--- src/pph_consts.svh ---
// constants for the parallel port handshake block
// Functional notes
// direction bit 0 input, 1 output
// output line follows output register bit
// output writes never disturb input lines
// port read returns input register
// latching off: port A input transparent
// latching on: capture A at edge
// read of latched A reopens transparency
// B outputs read stored bit; A pins
// aux control bits enable latching
// A handshakes read/write, B write only
// peripheral holds data until taken
// data ready sets control-in flag
// data taken pulse/level, low, released
// io line drives data ready, two modes
// data taken sets flag, drops ready
// peripheral returns data taken on ctrl in
// handshake mode register selects line modes
// flags set by events, held until serviced
// each flag has settable enable bit
// irq low when enabled flag set
// writing 1 clears flag bit
// flag bit 7 shows irq active
// reset clears registers: inputs, irq off
// control-in edge polarity is selectable
`ifndef PPH_CONSTS_SVH
`define PPH_CONSTS_SVH

`define PPH_AW            4
`define PPH_DW            8
`define PPH_OFF_DATA_B    4'h0
`define PPH_OFF_DATA_A    4'h1
`define PPH_OFF_DIR_B     4'h2
`define PPH_OFF_DIR_A     4'h3
`define PPH_OFF_AUX       4'h4
`define PPH_OFF_MODE      4'h5
`define PPH_OFF_FLAG      4'h6
`define PPH_OFF_ENABLE    4'h7
`define PPH_OFF_DATA_A_NH 4'h8
`define PPH_RST8          8'h00
`define PPH_RST4          4'h0
`define PPH_OE_OFF        8'hFF
`define PPH_NFLAG         4
`define PPH_IRQ_BIT       7
`define PPH_SET_BIT       7
// handshake mode register fields, per port
`define PPH_POL_A         0
`define PPH_MODE_A_LO     1
`define PPH_POL_B         4
`define PPH_MODE_B_LO     5
// control io mode codes
`define PPH_IO_HSHAKE     3'h4
`define PPH_IO_PULSE      3'h5
`define PPH_IO_LOW        3'h6
`define PPH_IO_HIGH       3'h7
`define PPH_IO_OUT_BIT    2
`define PPH_IO_POL_BIT    1
`define PPH_IO_INDEP_BIT  0

`endif

--- src/pph_pkg.sv ---
// types for the parallel port handshake block
`default_nettype none
package pph_pkg;

	typedef struct packed {
		logic [3:0] addr;
		logic [7:0] wdata;
		logic       wr;
		logic       rd;
	} pph_bus_s;

	typedef struct packed {
		logic [7:0] port_a;
		logic [7:0] port_b;
		logic       port_a_ctrl_in;
		logic       port_a_ctrl_io;
		logic       port_b_ctrl_in;
		logic       port_b_ctrl_io;
	} pph_pins_s;

	typedef logic [2:0] pph_io_mode_t;

endpackage : pph_pkg
`default_nettype wire

--- src/pph_port.sv ---
// two 8-bit ports with handshake control lines and interrupt flags
`timescale 1ns/1ps
`default_nettype none
`include "pph_consts.svh"
module pph_port #(
	parameter int NPORT = 2
) (
	// clock and reset
	input  wire logic             clk,
	input  wire logic             rst_n,
	// register port
	input  wire pph_pkg::pph_bus_s bus,
	output var  logic [7:0]       rdata,
	// pins sampled from outside
	input  wire pph_pkg::pph_pins_s pins,
	// port A drive
	output var  logic [7:0]       port_a_out,
	output var  logic [7:0]       port_a_oe_n,
	// port B drive
	output var  logic [7:0]       port_b_out,
	output var  logic [7:0]       port_b_oe_n,
	// control io drive
	output var  logic             port_a_ctrl_io_out,
	output var  logic             port_a_ctrl_io_oe_n,
	output var  logic             port_b_ctrl_io_out,
	output var  logic             port_b_ctrl_io_oe_n,
	// interrupt request
	output var  logic             irq_n
);

	function automatic logic hit(input logic [3:0] a, input logic [3:0] off);
		hit = (a == off);
	endfunction : hit

	function automatic logic edge_seen(input logic prev, input logic cur, input logic pol);
		edge_seen = pol ? (~prev & cur) : (prev & ~cur);
	endfunction : edge_seen

	// two-stage synchroniser for all pins
	pph_pkg::pph_pins_s sync1;
	pph_pkg::pph_pins_s s;
	logic [1:0]         ctrl_in_prev;
	logic [1:0]         ctrl_io_prev;

	always_ff @(posedge clk)
	begin
		if (!rst_n)
		begin
			sync1 <= '0;
			s     <= '0;
		end
		else
		begin
			sync1 <= pins;
			s     <= sync1;
		end
	end

	always_ff @(posedge clk)
	begin
		if (!rst_n)
		begin
			ctrl_in_prev <= 2'h0;
			ctrl_io_prev <= 2'h0;
		end
		else
		begin
			ctrl_in_prev <= {s.port_b_ctrl_in, s.port_a_ctrl_in};
			ctrl_io_prev <= {s.port_b_ctrl_io, s.port_a_ctrl_io};
		end
	end

	// software registers
	logic [7:0] dir_a;
	logic [7:0] dir_b;
	logic [7:0] out_a;
	logic [7:0] out_b;
	logic [7:0] aux;
	logic [7:0] mode_reg;
	logic [3:0] flags;
	logic [3:0] enables;

	// bus decode
	logic wr_a;
	logic wr_b;
	logic rd_a;
	logic rd_a_nh;
	logic rd_b;
	logic wr_a_nh;

	assign wr_a    = bus.wr & hit(bus.addr, `PPH_OFF_DATA_A);
	assign wr_b    = bus.wr & hit(bus.addr, `PPH_OFF_DATA_B);
	assign rd_a    = bus.rd & hit(bus.addr, `PPH_OFF_DATA_A);
	assign rd_a_nh = bus.rd & hit(bus.addr, `PPH_OFF_DATA_A_NH);
	assign rd_b    = bus.rd & hit(bus.addr, `PPH_OFF_DATA_B);
	assign wr_a_nh = bus.wr & hit(bus.addr, `PPH_OFF_DATA_A_NH);

	// direction registers
	always_ff @(posedge clk)
	begin
		if (!rst_n)
		begin
			dir_a <= `PPH_RST8;
			dir_b <= `PPH_RST8;
		end
		else if (bus.wr)
		begin
			if (hit(bus.addr, `PPH_OFF_DIR_A))
				dir_a <= bus.wdata;
			if (hit(bus.addr, `PPH_OFF_DIR_B))
				dir_b <= bus.wdata;
		end
	end

	// output registers, both port A data indices store the value
	always_ff @(posedge clk)
	begin
		if (!rst_n)
		begin
			out_a <= `PPH_RST8;
			out_b <= `PPH_RST8;
		end
		else
		begin
			if (wr_a || wr_a_nh)
				out_a <= bus.wdata;
			if (wr_b)
				out_b <= bus.wdata;
		end
	end

	// configuration registers
	always_ff @(posedge clk)
	begin
		if (!rst_n)
		begin
			aux      <= `PPH_RST8;
			mode_reg <= `PPH_RST8;
		end
		else if (bus.wr)
		begin
			if (hit(bus.addr, `PPH_OFF_AUX))
				aux <= bus.wdata;
			if (hit(bus.addr, `PPH_OFF_MODE))
				mode_reg <= bus.wdata;
		end
	end

	// per-port views
	logic [7:0]          pin_v [NPORT];
	logic [NPORT-1:0]    cin_pol;
	pph_pkg::pph_io_mode_t io_mode [NPORT];
	logic [NPORT-1:0]    cin_edge;
	logic [NPORT-1:0]    cio_edge;
	logic [NPORT-1:0]    hs_trig;
	logic [NPORT-1:0]    flag_acc;
	logic [NPORT-1:0]    port_rd;
	logic [7:0]          in_reg [NPORT];
	logic [NPORT-1:0]    io_q;
	logic [NPORT-1:0]    io_oe_n_q;
	logic [3:0]          flag_set;
	logic [3:0]          flag_clr;

	assign pin_v[0]   = s.port_a;
	assign pin_v[1]   = s.port_b;
	assign cin_pol[0] = mode_reg[`PPH_POL_A];
	assign cin_pol[1] = mode_reg[`PPH_POL_B];
	assign io_mode[0] = mode_reg[`PPH_MODE_A_LO +: 3];
	assign io_mode[1] = mode_reg[`PPH_MODE_B_LO +: 3];
	// port B control io only handshakes writes
	assign hs_trig[0] = rd_a | wr_a;
	assign hs_trig[1] = wr_b;
	assign flag_acc[0] = rd_a | wr_a;
	assign flag_acc[1] = rd_b | wr_b;
	assign port_rd[0]  = rd_a | rd_a_nh;
	assign port_rd[1]  = rd_b;

	assign cin_edge[0] = edge_seen(ctrl_in_prev[0], s.port_a_ctrl_in, cin_pol[0]);
	assign cin_edge[1] = edge_seen(ctrl_in_prev[1], s.port_b_ctrl_in, cin_pol[1]);
	assign cio_edge[0] = edge_seen(ctrl_io_prev[0], s.port_a_ctrl_io, io_mode[0][`PPH_IO_POL_BIT]);
	assign cio_edge[1] = edge_seen(ctrl_io_prev[1], s.port_b_ctrl_io, io_mode[1][`PPH_IO_POL_BIT]);

	genvar k;
	generate
		for (k = 0; k < NPORT; k++)
		begin : g_port
			logic [7:0] held;
			logic       full;
			logic       io_is_out;

			assign io_is_out = io_mode[k][`PPH_IO_OUT_BIT];

			// input latch on control-in edge
			always_ff @(posedge clk)
			begin
				if (!rst_n)
				begin
					held <= `PPH_RST8;
					full <= 1'b0;
				end
				else if (aux[k] && cin_edge[k])
				begin
					held <= pin_v[k];
					full <= 1'b1;
				end
				else if (port_rd[k])
					full <= 1'b0;
			end

			assign in_reg[k] = full ? held : pin_v[k];

			// control io output
			always_ff @(posedge clk)
			begin
				if (!rst_n)
				begin
					io_q[k]      <= 1'b1;
					io_oe_n_q[k] <= 1'b1;
				end
				else
				begin
					io_oe_n_q[k] <= ~io_is_out;
					unique case (io_mode[k])
						`PPH_IO_HSHAKE:
						begin
							if (cin_edge[k])
								io_q[k] <= 1'b1;
							else if (hs_trig[k])
								io_q[k] <= 1'b0;
						end
						`PPH_IO_PULSE:
							io_q[k] <= ~hs_trig[k];
						`PPH_IO_LOW:
							io_q[k] <= 1'b0;
						`PPH_IO_HIGH:
							io_q[k] <= 1'b1;
						default:
							io_q[k] <= 1'b1;
					endcase
				end
			end

			// flag events: ctrl in on odd bit, ctrl io on even bit
			assign flag_set[2*k+1] = cin_edge[k];
			assign flag_set[2*k]   = ~io_is_out & cio_edge[k];
			assign flag_clr[2*k+1] = flag_acc[k];
			assign flag_clr[2*k]   = flag_acc[k] & ~(~io_is_out & io_mode[k][`PPH_IO_INDEP_BIT]);
		end
	endgenerate

	// flag and enable registers
	logic       wr_flag;
	logic       wr_en;
	logic [3:0] flag_wclr;
	logic       irq_any;

	assign wr_flag   = bus.wr & hit(bus.addr, `PPH_OFF_FLAG);
	assign wr_en     = bus.wr & hit(bus.addr, `PPH_OFF_ENABLE);
	assign flag_wclr = wr_flag ? bus.wdata[3:0] : `PPH_RST4;
	assign irq_any   = |(flags & enables);

	always_ff @(posedge clk)
	begin
		if (!rst_n)
			flags <= `PPH_RST4;
		else
			flags <= (flags & ~(flag_clr | flag_wclr)) | flag_set;
	end

	always_ff @(posedge clk)
	begin
		if (!rst_n)
			enables <= `PPH_RST4;
		else if (wr_en)
		begin
			if (bus.wdata[`PPH_SET_BIT])
				enables <= enables | bus.wdata[3:0];
			else
				enables <= enables & ~bus.wdata[3:0];
		end
	end

	always_ff @(posedge clk)
	begin
		if (!rst_n)
			irq_n <= 1'b1;
		else
			irq_n <= ~irq_any;
	end

	// read data, one cycle after the strobe
	logic [7:0] next_rdata;

	always_comb
	begin
		next_rdata = `PPH_RST8;
		unique case (bus.addr)
			`PPH_OFF_DATA_A,
			`PPH_OFF_DATA_A_NH:
				next_rdata = in_reg[0];
			`PPH_OFF_DATA_B:
				next_rdata = (dir_b & out_b) | (~dir_b & in_reg[1]);
			`PPH_OFF_DIR_A:
				next_rdata = dir_a;
			`PPH_OFF_DIR_B:
				next_rdata = dir_b;
			`PPH_OFF_AUX:
				next_rdata = aux;
			`PPH_OFF_MODE:
				next_rdata = mode_reg;
			`PPH_OFF_FLAG:
			begin
				next_rdata[3:0]          = flags;
				next_rdata[`PPH_IRQ_BIT] = irq_any;
			end
			`PPH_OFF_ENABLE:
			begin
				next_rdata[3:0]          = enables;
				next_rdata[`PPH_SET_BIT] = 1'b1;
			end
			default:
				next_rdata = `PPH_RST8;
		endcase
	end

	always_ff @(posedge clk)
	begin
		if (!rst_n)
			rdata <= `PPH_RST8;
		else if (bus.rd)
			rdata <= next_rdata;
		else
			rdata <= `PPH_RST8;
	end

	// pin drive
	always_ff @(posedge clk)
	begin
		if (!rst_n)
		begin
			port_a_out  <= `PPH_RST8;
			port_b_out  <= `PPH_RST8;
			port_a_oe_n <= `PPH_OE_OFF;
			port_b_oe_n <= `PPH_OE_OFF;
		end
		else
		begin
			port_a_out  <= out_a;
			port_b_out  <= out_b;
			port_a_oe_n <= ~dir_a;
			port_b_oe_n <= ~dir_b;
		end
	end

	assign port_a_ctrl_io_out   = io_q[0];
	assign port_a_ctrl_io_oe_n  = io_oe_n_q[0];
	assign port_b_ctrl_io_out   = io_q[1];
	assign port_b_ctrl_io_oe_n  = io_oe_n_q[1];

endmodule : pph_port
`default_nettype wire

--- config.mk ---
export PLATFORM = sky130hd
export DESIGN_NAME = pph_port
export DESIGN_NICKNAME = d
export VERILOG_FILES = /design/src/pph_pkg.sv /design/src/pph_port.sv
export VERILOG_INCLUDE_DIRS = /design/src
export SDC_FILE = /design/constraint.sdc
export NUM_CORES = 1
export LEC_CHECK = 0
export BUFFER_PORTS_ARGS = -buffer_cell sky130_fd_sc_hd__buf_2
export CAP_MARGIN = 10
export CORE_ASPECT_RATIO = 1.75
export CORE_MARGIN = 2
export CORE_UTILIZATION = 52
export DETAILED_ROUTE_END_ITERATION = 12
export PLACE_DENSITY = 0.84
export REMOVE_ABC_BUFFERS = 1
export SYNTH_ARGS = -nofsm -noshare
export SYNTH_HDL_FRONTEND = slang
export SYNTH_SLANG_ARGS = --single-unit
--- constraint.sdc ---
create_clock -name clk -period 1.2 [get_ports clk]
set_input_delay 0.18 -clock clk [delete_from_list [all_inputs] [get_ports clk]]
set_output_delay 0.18 -clock clk [all_outputs]
set_load 0.03 [all_outputs]
---- Yosys cells after proc, flatten, opt, wreduce, memory -nomap -nowiden ----
Index checks and enable logic that the tools add are counted.
Widths: inputs -> output; s select.
storage, ports and cells
  bits in registers ....................... 163
  bits in writable memories ............... 0
  memories ................................ 0
  ROM bits ................................ 0
  latch bits .............................. 0
  input bits .............................. 36
operators by class
  shift operators ......................... 0
  multiplexer cells ....................... 21
  div/mod/pow operators ................... 0
  equality and inequality tests ........... 16
  add/sub/neg operators ................... 0
  magnitude comparators ................... 0
  reductions and logical operators ........ 13
  multiply operators ...................... 0
  bitwise gates (word level) .............. 53
operators with widths
  operator            number
  $pmux 4 s8          1
  $and 1x1->1         22
  $eq 3x3->1 const B  6
  $pmux 3 s6          1
  $and 8x8->8         2
  $eq 4x3->1 const B  4
  $mux 8              2
  $not 8->8           2
  $not 1->1           15
  $and 4x4->4         3
  $mux 1              12
  $or 4x4->4          3
  $reduce_and 2->1    5
  $eq 4x2->1 const B  2
  $mux 4              2
  $not 4->4           2
  $or 8x8->8          1
  $pmux 1 s8          1
  $ne 3x3->1 const B  2
  $pmux 1 s3          2
  $eq 4x1->1 const B  1
  $eq 4x4->1 const B  1
  $logic_not 4->1     1
  $reduce_bool 2->1   2
  other kinds (5)     8

---- Longest topological paths before layout ----
Gate-level depths: netlist (run 1).
  depth after elaboration ................. 8
  depth in mapped cells ................... 7
  gate-level depth less buffers ........... 4

---- Worst setup path before layout (run 1) ----
Ideal clock, no wire load.
  path kind ............................... input -> register
  start ................................... input bus[13] (netlist name)
  end ..................................... register mode_reg[0]
  slack ................................... -0.061 ns
  cell stages on the path ................. 7
  data arrival time ....................... 1.145 ns
  buffers on the path ..................... 3
  required time ........................... 1.084 ns
  cells stage by stage .................... buf_6 > and3b_1 > buf_6 > and3_4 > buf_12 > mux2i_1 > nor2b_1
between the ends
  word-level cells in the longest chain between the ends .. 2
RTL lines
  element                            line             text
  start: declaration                 pph_port.sv:12   input wire pph_pkg::pph_bus_s bus,
  $eq 4x3->1                         pph_port.sv:32   hit = (a == off);
  $reduce_and 2->1 (no source line)  n/a
  end signal: assignment             pph_port.sv:138  mode_reg <= `PPH_RST8;
  end signal: assignment             pph_port.sv:145  mode_reg <= bus.wdata;
  end: declaration                   pph_port.sv:79   logic [7:0] mode_reg;
No other way between the ends.
A chain may end at the register's enable or synchronous reset.

---- Worst setup path after layout (run 1) ----
  start ................................... register g_port[1].full
  end ..................................... register rdata[6]
between the ends
  word-level cells in the longest chain between the ends .. 4
RTL lines
  element                   line             text
  start: declaration        pph_port.sv:188  logic full;
  start signal: assignment  pph_port.sv:199  full <= 1'b0;
  start signal: assignment  pph_port.sv:204  full <= 1'b1;
  start signal: assignment  pph_port.sv:207  full <= 1'b0;
  $mux 8                    pph_port.sv:210  assign in_reg[k] = full ? held : pin_v[k];
  $and 8x8->8               pph_port.sv:302  next_rdata = (dir_b & out_b) | (~dir_b & in_reg[1]);
  $or 8x8->8                pph_port.sv:302
  $pmux 3 s6                pph_port.sv:297  unique case (bus.addr)
  end signal: assignment    pph_port.sv:329  rdata <= `PPH_RST8;
  end signal: assignment    pph_port.sv:331  rdata <= next_rdata;
  end signal: assignment    pph_port.sv:333  rdata <= `PPH_RST8;
  end: declaration          pph_port.sv:13   output var logic [7:0] rdata,
No other way between the ends.

==> results of run 1 <==
cell type report:
cell class,instances,area [µm²],share of cell area [%]
clock inverter,14,155.1,1.878
multi-input combinational,393,2888,34.95
inverter,4,15.01,0.1817
timing repair buffer,180,1316,15.93
sequential,163,3278,39.67
clock buffer,18,439.2,5.315
tap,137,171.4,2.074
layout by cell type (no fill, tap or decap), types with 8 or more instances in the layout:
cell type and instances:
and2_1 60, a21boi_0 16, dfxtp_1 157, nand3_1 27
mux2_2 11, nand2_1 54, mux2i_1 51, nor2b_1 53
o21ai_0 8, buf_4 69, buf_2 78, dlygate4sd3_1 20
clkbuf_16 17
power breakdown:
part	leakage, nW	total (mW)	switching (mW)	internal, mW
registers	1.33	5.56	0.0515	5.51
clock network	0.292	5.31	2.47	2.84
logic	1.83	0.815	0.424	0.391
total	3.45	11.7	2.94	8.74
routing by layer:
layer | vias to the layer above | share of wire, %
met3 | 32 | 3.0
met5 | - | 0
li1 | 2378 | -
met2 | 137 | 53
met1 | 2419 | 40
met4 | 0 | 3.5
cells by family (layout without fill, tap and decap cells):
logic type / after synthesis / in the layout / share of synthesized area [%]
simple gates: 231 / 231 / 20.71
compound gates: 86 / 86 / 9.969
flops: 163 / 163 / 51.89
buf+inv: 50 / 216 / 4.675
mux: 74 / 74 / 12.48
xor+xnor: 2 / 2 / 0.2786
worst max-delay path, cell delays in order, from the launching register on:
cell and delay [ns]:
dfxtp_4 0.41, buf_6 0.13, mux2i_2 0.21, o21ai_1 0.10, a22oi_1 0.21, a21oi_1 0.11
through the flow:
| step | total power, mW | setup TNS (ns) | worst slack [ns] | std cells |
|---|---|---|---|---|
| after floorplan | 5.950 | -3.156 | -0.2808 | 560 |
| after global placement | 6.392 | -15.56 | -0.3257 | 854 |
| after detailed placement | 6.412 | -17.43 | -0.3367 | 854 |
| after CTS | 11.73 | -1.107 | -0.07924 | 908 |
| after global routing | 12.07 | -2.169 | -0.1329 | 909 |
| final | 11.69 | -1.282 | -0.1081 | 909 |
cell usage after synthesis (all sizes together):
master / number / area (µm²)
a211o: 3 / 26.28
a21boi: 23 / 172.7
a21o: 2 / 15.01
a21oi: 8 / 40.04
a221oi: 3 / 26.28
a22oi: 11 / 82.58
a2bb2oi: 3 / 26.28
a31oi: 5 / 31.28
a32oi: 4 / 35.03
a41oi: 1 / 8.760
and2: 60 / 375.4
and3: 2 / 17.52
and3b: 3 / 26.28
and4: 1 / 8.760
buf: 23 / 186.4
clkbuf: 23 / 92.58
dfxtp: 163 / 3263
inv: 4 / 15.01
mux2: 15 / 168.9
mux2i: 57 / 570.6
mux4: 2 / 45.04
nand2: 59 / 226.5
nand3: 29 / 155.2
nand3b: 3 / 22.52
nand4: 4 / 25.02
nor2: 8 / 32.54
nor2b: 53 / 331.6
nor3: 1 / 10.01
nor3b: 3 / 22.52
nor4: 2 / 27.53
o2111ai: 3 / 26.28
o211a: 1 / 10.01
o21a: 1 / 7.510
o21ai: 16 / 102.6
o221ai: 1 / 8.760
o31ai: 1 / 7.510
or2: 2 / 12.51
or3b: 1 / 8.760
xnor2: 1 / 8.760
xor2: 1 / 8.760
repair_timing:
item,CTS,global route
setup endpoints to repair,29,28
hold buffers,20,0
setup buffers,2,1
hold endpoints to repair,20,0
gates resized for setup,38,20
pin swaps,17,15
worst max path at each step:
stage / from / to / slack [ns] / depth (start not counted)
floorplan: bus[11] / port_b_ctrl_io_out$_SDFFE_PN1P_ / -0.28 / 4
global placement: bus[11] / rdata[3]$_SDFF_PN0_ / -0.33 / 5
detailed placement: bus[10] / rdata[5]$_SDFF_PN0_ / -0.34 / 6
CTS: mode_reg[0]$_SDFFE_PN0P_ / g_port[0].held[3]$_SDFFE_PN0P_ / -0.08 / 5
global route: g_port[1].full$_SDFFE_PN0P_ / rdata[6]$_SDFF_PN0_ / -0.13 / 5
finish: g_port[1].full$_SDFFE_PN0P_ / rdata[6]$_SDFF_PN0_ / -0.11 / 5
==> flow_summary.yaml, run 1 <==
hold_path:
  hold_end: "out_b[4]$_SDFFE_PN0P_"
  holdPathStages: 3
  hold_path.class: "in2reg"
  min_from: "bus[6]"
global_route:
  antenna_found_initial: 0
  use_met3_pct: 3.861
  use_met2_pct: 46.15
  use_met1_pct: 29.54
  grt_start_max_net_pins: 52
  top_usage_layer: "met2"
  overflow: 0
  grt_first_pass_wirelength_mm: 25.63
  grt_pass1_vias: 5041
  track_usage_pct: 25.81
drt:
  num_vias: 4966
  first_pass_iters: 5
  viasPerCell: 5.463
  drc: 0
  drtIter0Drc: 207
  finalWirelength_mm: 16.39
  ant_nets: 0
  post_drt_wl_per_cell_um: 18.03
power:
  p_per_area_nw_per_um2: 1415
  vdd_drop_max_mv: 1.218
  power_leakage_nw: 3.454
clock_tree:
  h-tree-depth: 4
  cts_buffers: 17
  cts-root-buf: "clkbuf_16"
  cts_tree: "done"
  cts.path.max_buffers: 2
  clk_pin_slew_ns: 0.07
  cts_sinks: 163
  insertion_delay_ns: 0.43
sta:
  max_slew.worst_pin.slew_ns: 0.4674
  fin_crit_ns: 1.308
  hold_viol_final: 0
  setup_slack_ns: -0.1081
  rsz0062_at_grt: "true"
  finalMaxSlewViolations: 0
  setup_viol: 25
  skew_ns: 0.006961
  holdWs_ns: 0.06920
  max_freq_mhz: 764.5
  slew_headroom_pct: 68.81
  finalCritPeriodShare_pct: 109.0
worst_setup_path:
  path_class: "reg2reg"
  reg2reg_from: "g_port[1].full$_SDFFE_PN0P_"
  path_max_fanout: 5
  crit_path_end_kind: "flop"
  rr_worst_depth: 5
  reg2reg_slack_ns: -0.11
  worstPathRequired_ns: 1.50
  r2r-end: "rdata[6]$_SDFF_PN0_"
  start_kind: "flop"
  critical_path_arrival_ns: 1.61
final_layout:
  final_cell_area_um2: 8263
  syn2layout_area_growth_pct: 31.40
  largest_register: "sync1"
  largest_reg_flops: 20
  diodes: 0
  fin_nets: 795
  nFillCells: 883
  drive_gt1_share_pct: 33.03
  finish.utilization_pct: 69.22
floorplan:
  pin_count: 81
  core_area_um2: 11940
  dieArea_um2: 13020
  rows: 53
  die_w_um: 87.13
  dieHeight_um: 149.5
  initial_core_util_pct: 52.68
logic_synthesis:
  synth_seq_area_share_pct: 51.89
  synth-seq-cells: 163
  synth_area_per_cell_um2: 10.38
  ys_types: 52
  syn_area_um2: 6289
  yosysWarnings: 0
  syn-instance-count: 606
place:
  dp_hpwl_mm: 11.21
  port-buffer-count: 80
  postPlaceCellArea_um2: 7249
  routabilityCongestion: 0.9042
run_status:
  violations: "setup timing"
  status: "finished with violations"
run:
  maxCapViolations: 0
Note: power is estimated with default switching activity, not from simulation.
==> inputs of run 2 (changes only) <==
==> constraint.sdc (replaced) <==
create_clock -name clk -period 1.2 [get_ports clk]
set_input_delay 0.12 -clock clk [delete_from_list [all_inputs] [get_ports clk]]
set_output_delay 0.12 -clock clk [all_outputs]
set_load 0.03 [all_outputs]
==> flow_summary.yaml, run 2 (synthesized netlist as in run 1, its figures left out) <==
sta:
  slew_headroom_pct: 71.12
  max_freq_mhz: 785.6
  finalMaxSlewViolations: 0
  setup_viol: 20
  fin_crit_ns: 1.273
  fin_setup_tns_ns: -0.7022
  skew_ns: 0.006145
  setup_slack_ns: -0.07286
  finalCritPeriodShare_pct: 106.1
  hold_viol_final: 0
  rsz0062_at_grt: "true"
  max_slew.worst_pin.slew_ns: 0.4327
run_status:
  violations: "setup timing"
  status: "finished with violations"
clock_tree:
  cts_tree: "done"
  cts_buffers: 17
  cts-root-buf: "clkbuf_16"
  cts.path.max_buffers: 2
  clk_pin_slew_ns: 0.07
  insertion_delay_ns: 0.42
  h-tree-depth: 4
  cts_sinks: 163
final_layout:
  multiInputGateArea_um2: 2840
  finish.utilization_pct: 68.44
  nFillCells: 902
  fin_nets: 795
  drive_gt1_share_pct: 32.43
  final_cell_mix: "dfxtp_1, buf_2, buf_4"
  final_common_cell: "dfxtp_1"
  syn2layout_area_growth_pct: 29.90
  largest_register: "sync1"
  largest_reg_flops: 20
  ff_latch_area_um2: 3276
  diodes: 0
hold_path:
  hold_path.class: "in2reg"
worst_setup_path:
  critical_path_arrival_ns: 1.58
  path_max_fanout: 8
  crit_path_end_kind: "flop"
  start_kind: "flop"
  reg2reg_slack_ns: -0.07
  worstPathRequired_ns: 1.51
  path_class: "reg2reg"
floorplan:
  die_w_um: 87.13
  initial_core_util_pct: 52.68
  dieHeight_um: 149.5
  core_area_um2: 11940
  pin_count: 81
  rows: 53
  dieArea_um2: 13020
drt:
  num_vias: 4908
  drtIter0Drc: 256
  drc: 0
  ant_nets: 0
  post_drt_wl_per_cell_um: 17.48
  finalWirelength_mm: 15.87
  viasPerCell: 5.405
  first_pass_iters: 5
place:
  dp_hpwl_mm: 11.16
  port-buffer-count: 80
  routabilityCongestion: 0.8725
global_route:
  grt_start_max_net_pins: 61
  grt_first_pass_wirelength_mm: 25.04
  antenna_found_initial: 0
  overflow: 0
  grt_pass1_vias: 4908
  track_usage_pct: 25.27
power:
  p_per_area_nw_per_um2: 1424
  vdd_drop_max_mv: 1.094
  power_leakage_nw: 3.416
run:
  maxCapViolations: 0
run 2: cell count changes in the layout (fill, tap and decap cells not counted), sizes merged:
cell	delta
buf	-1
clkinv	-2
dlygate4sd3	+1
inv	-3
bufinv	+1
clkinvlp	+3
run 2: what timing repair did:
item | in CTS | in global routing
gates cloned | 0 | 0
pin swaps | 17 | 6
gates resized for setup | 35 | 13
endpoints found under the hold margin | 21 | 0
endpoints found under the setup margin | 28 | 27
hold buffers | 21 | 0
buffers inserted | 2 | 0
run 2: layout make-up:
type / instances / share of cell area (%)
inverter: 4 / 0.1838
tap: 137 / 2.098
clock inverter: 13 / 1.761
clock buffer: 18 / 5.376
multi-input combinational: 393 / 34.77
sequential: 163 / 40.10
timing repair buffer: 180 / 15.71
run 2: worst paths after layout:
check / cells past startpoint / endpoint / start
worst max-delay path: 5 / g_port[0].held[4]$_SDFFE_PN0P_ / s[3]$_SDFF_PN0_
worst min-delay path: 3 / out_a[5]$_SDFFE_PN0P_ / bus[7]
worst max register to register: 5 / g_port[0].held[4]$_SDFFE_PN0P_ / s[3]$_SDFF_PN0_
worst min register to register: 1 / port_a_oe_n[7]$_SDFF_PN1_ / dir_a[7]$_SDFFE_PN0P_
run 2: metal layers:
metal / vias up / GRT usage [%] / wire [µm]
met5: - / 0 / 0
li1: 2382 / - / -
met2: 134 / 45.08 / 8509
met3: 37 / 4.909 / 566
met4: 0 / 11.38 / 511
met1: 2355 / 28.51 / 6284
run 2: worst max-delay path, cell delays in order (launching register included):
cell     delay [ns]
dfxtp_2        0.33
and3b_2        0.23
o21ai_4        0.16
buf_12         0.16
mux2i_1        0.22
nor2b_1        0.07
run 2: stage by stage:
stage | hold slack [ns] | total power [mW] | instance area, µm² | std cells | setup WS (ns)
2_1_floorplan | 0.1819 | 5.950 | 6010 | 560 | -0.2208
3_3_place_gp | 0.3239 | 6.389 | 7232 | 855 | -0.2807
3_5_place_dp | 0.3281 | 6.408 | 7232 | 855 | -0.2584
4_1_cts | 0.004994 | 11.68 | 8123 | 908 | -0.08418
5_1_grt | 0.02806 | 12.00 | 8169 | 908 | -0.1402
6_report | 0.02056 | 11.63 | 8169 | 908 | -0.07286
run 2: report_power, final:
| group | internal, mW | total, mW | switching, mW |
|---|---|---|---|
| clock | 2.97 | 5.27 | 2.30 |
| combinational | 0.382 | 0.796 | 0.414 |
| sequential | 5.52 | 5.57 | 0.0512 |
| total | 8.87 | 11.6 | 2.76 |
==> inputs of run 3 (changes only) <==
- CORE_UTILIZATION: 52 -> 57
- PLACE_DENSITY: 0.84 -> 0.87
- clock period: 1.2 -> 1.4 ns (I/O delays scaled with it)
==> flow_summary.yaml, run 3 (synthesized netlist as in run 1, its figures left out) <==
drt:
  num_vias: 4791
  drtIter0Drc: 280
  first_pass_iters: 5
  viasPerCell: 5.488
  finalWirelength_mm: 15.20
  ant_nets: 0
  drc: 0
  post_drt_wl_per_cell_um: 17.41
sta:
  setup_viol: 0
  hold_viol_final: 0
  max_freq_mhz: 752.3
  rsz0062_at_grt: "false"
  slew_headroom_pct: 73.58
  max_slew.worst_pin.slew_ns: 0.3959
  holdWs_ns: 0.02082
  fin_setup_tns_ns: 0
  finalMaxSlewViolations: 0
  fin_crit_ns: 1.329
  skew_ns: 0.006369
  finalCritPeriodShare_pct: 94.95
  setup_slack_ns: 0.07066
global_route:
  grt_start_max_net_pins: 77
  overflow: 0
  track_usage_pct: 25.96
  antenna_found_initial: 0
  grt_first_pass_wirelength_mm: 23.96
  grt_pass1_vias: 4725
worst_setup_path:
  rr_worst_depth: 5
  critPathMaxStageDelay_ns: 0.36
  critical_path_arrival_ns: 1.64
  worstPathRequired_ns: 1.72
  path_class: "reg2reg"
  start_kind: "flop"
  reg2reg_slack_ns: 0.07
  r2r-end: "rdata[5]$_SDFF_PN0_"
  slowest_stage: "dfxtp_2"
  reg2reg_from: "g_port[1].full$_SDFFE_PN0P_"
  crit_path_end_kind: "flop"
  path_max_fanout: 5
  worstPathCellList: "buf_4 > mux2i_2 > o21ai_0 > a2bb2oi_1 > a21oi_1"
floorplan:
  rows: 50
  initial_core_util_pct: 58.78
  pin_count: 81
  dieHeight_um: 143.0
  dieArea_um2: 11920
  core_area_um2: 10700
  die_w_um: 83.40
clock_tree:
  cts-root-buf: "clkbuf_16"
  insertion_delay_ns: 0.42
  cts_tree: "done"
  cts.path.max_buffers: 2
  clk_pin_slew_ns: 0.07
  h-tree-depth: 4
  cts_sinks: 163
  cts_buffers: 17
run_status:
  status: "finished clean"
final_layout:
  final_cell_area_um2: 7818
  final_cell_mix: "dfxtp_1, buf_2, and2_1"
  largest_register: "sync1"
  diodes: 0
  finish.utilization_pct: 73.08
  fin_nets: 766
  final_common_cell: "dfxtp_1"
  drive_gt1_share_pct: 26.38
  nFillCells: 750
  syn2layout_area_growth_pct: 24.31
  stdcell_count: 873
  largest_reg_flops: 20
hold_path:
  hold_path.class: "in2reg"
  holdPathStages: 3
  hold_end: "out_b[5]$_SDFFE_PN0P_"
  min_from: "bus[7]"
power:
  p_per_area_nw_per_um2: 1281
  power_leakage_nw: 3.245
  vdd_drop_max_mv: 0.9855
  finalPower_mw: 10.02
place:
  dp_hpwl_mm: 10.53
  placedCellCount: 820
  routabilityCongestion: 0.9398
  post-place-ws_ns: -0.09844
  port-buffer-count: 80
  postPlaceCellArea_um2: 7000
run:
  maxCapViolations: 0
-- run 3: cell types whose count changed in the layout (fill, tap and decap cells not counted), sizes merged --
cell and change:
inv +3, dlygate4sd3 -1, clkinvlp -2, clkbuf +2
buf -28, clkinv -2
-- run 3: what timing repair did --
item,in CTS,in global routing
buffers inserted,0,1
hold endpoints to repair,20,0
hold buffers,20,0
resized for setup,0,4
setup endpoints to repair,0,12
-- run 3: area by class of cell --
cell class / instances / area, µm² / area share (%)
clock buffers: 20 / 456.7 / 5.842
flip-flops and latches: 163 / 3267 / 41.79
inverters: 4 / 15.01 / 0.1921
repair buffers: 151 / 1049 / 13.41
well taps: 130 / 162.7 / 2.081
clock inverters: 12 / 132.6 / 1.697
multi-input cells: 393 / 2735 / 34.99
-- run 3: worst max-delay path: cells and delay by family (launching register included) --
| family | cells | cell delay (ns) |
|---|---|---|
| DFF | 1 | 0.36 |
| muxes | 1 | 0.23 |
| buffers and inverters | 1 | 0.17 |
| AOI/OAI and AO/OA | 3 | 0.46 |
-- run 3: power by group --
part	switching (mW)	internal (mW)	leakage (nW)	total, mW
Clock	2.00	2.61	0.288	4.62
Sequential	0.0442	4.73	1.33	4.77
Combinational	0.334	0.292	1.63	0.626
Total	2.38	7.64	3.25	10.0
-- run 3: worst max-delay path by stage --
stage                                            from                               to  slack, ns  depth (start not counted)
after floorplan                               bus[11]  port_b_ctrl_io_out$_SDFFE_PN1P_      -0.04                          4
after global placement                        bus[11]              rdata[1]$_SDFF_PN0_      -0.09                          5
after detailed placement                      bus[11]              rdata[1]$_SDFF_PN0_       -0.1                          5
after CTS                 g_port[0].full$_SDFFE_PN0P_              rdata[1]$_SDFF_PN0_      0.002                          3
after global routing      g_port[1].full$_SDFFE_PN0P_              rdata[5]$_SDFF_PN0_      0.003                          5
final                     g_port[1].full$_SDFFE_PN0P_              rdata[5]$_SDFF_PN0_       0.07                          5
-- run 3: layer usage --
layer | wire [µm] | part of all wire, % | up-vias | GRT usage (%)
met5 | 0 | 0 | - | 0
met4 | 502 | 3.3 | 0 | 12.68
met3 | 603 | 4.0 | 39 | 5.260
met2 | 7869 | 52 | 152 | 45.84
met1 | 6221 | 41 | 2283 | 29.80
li1 | - | - | 2317 | -
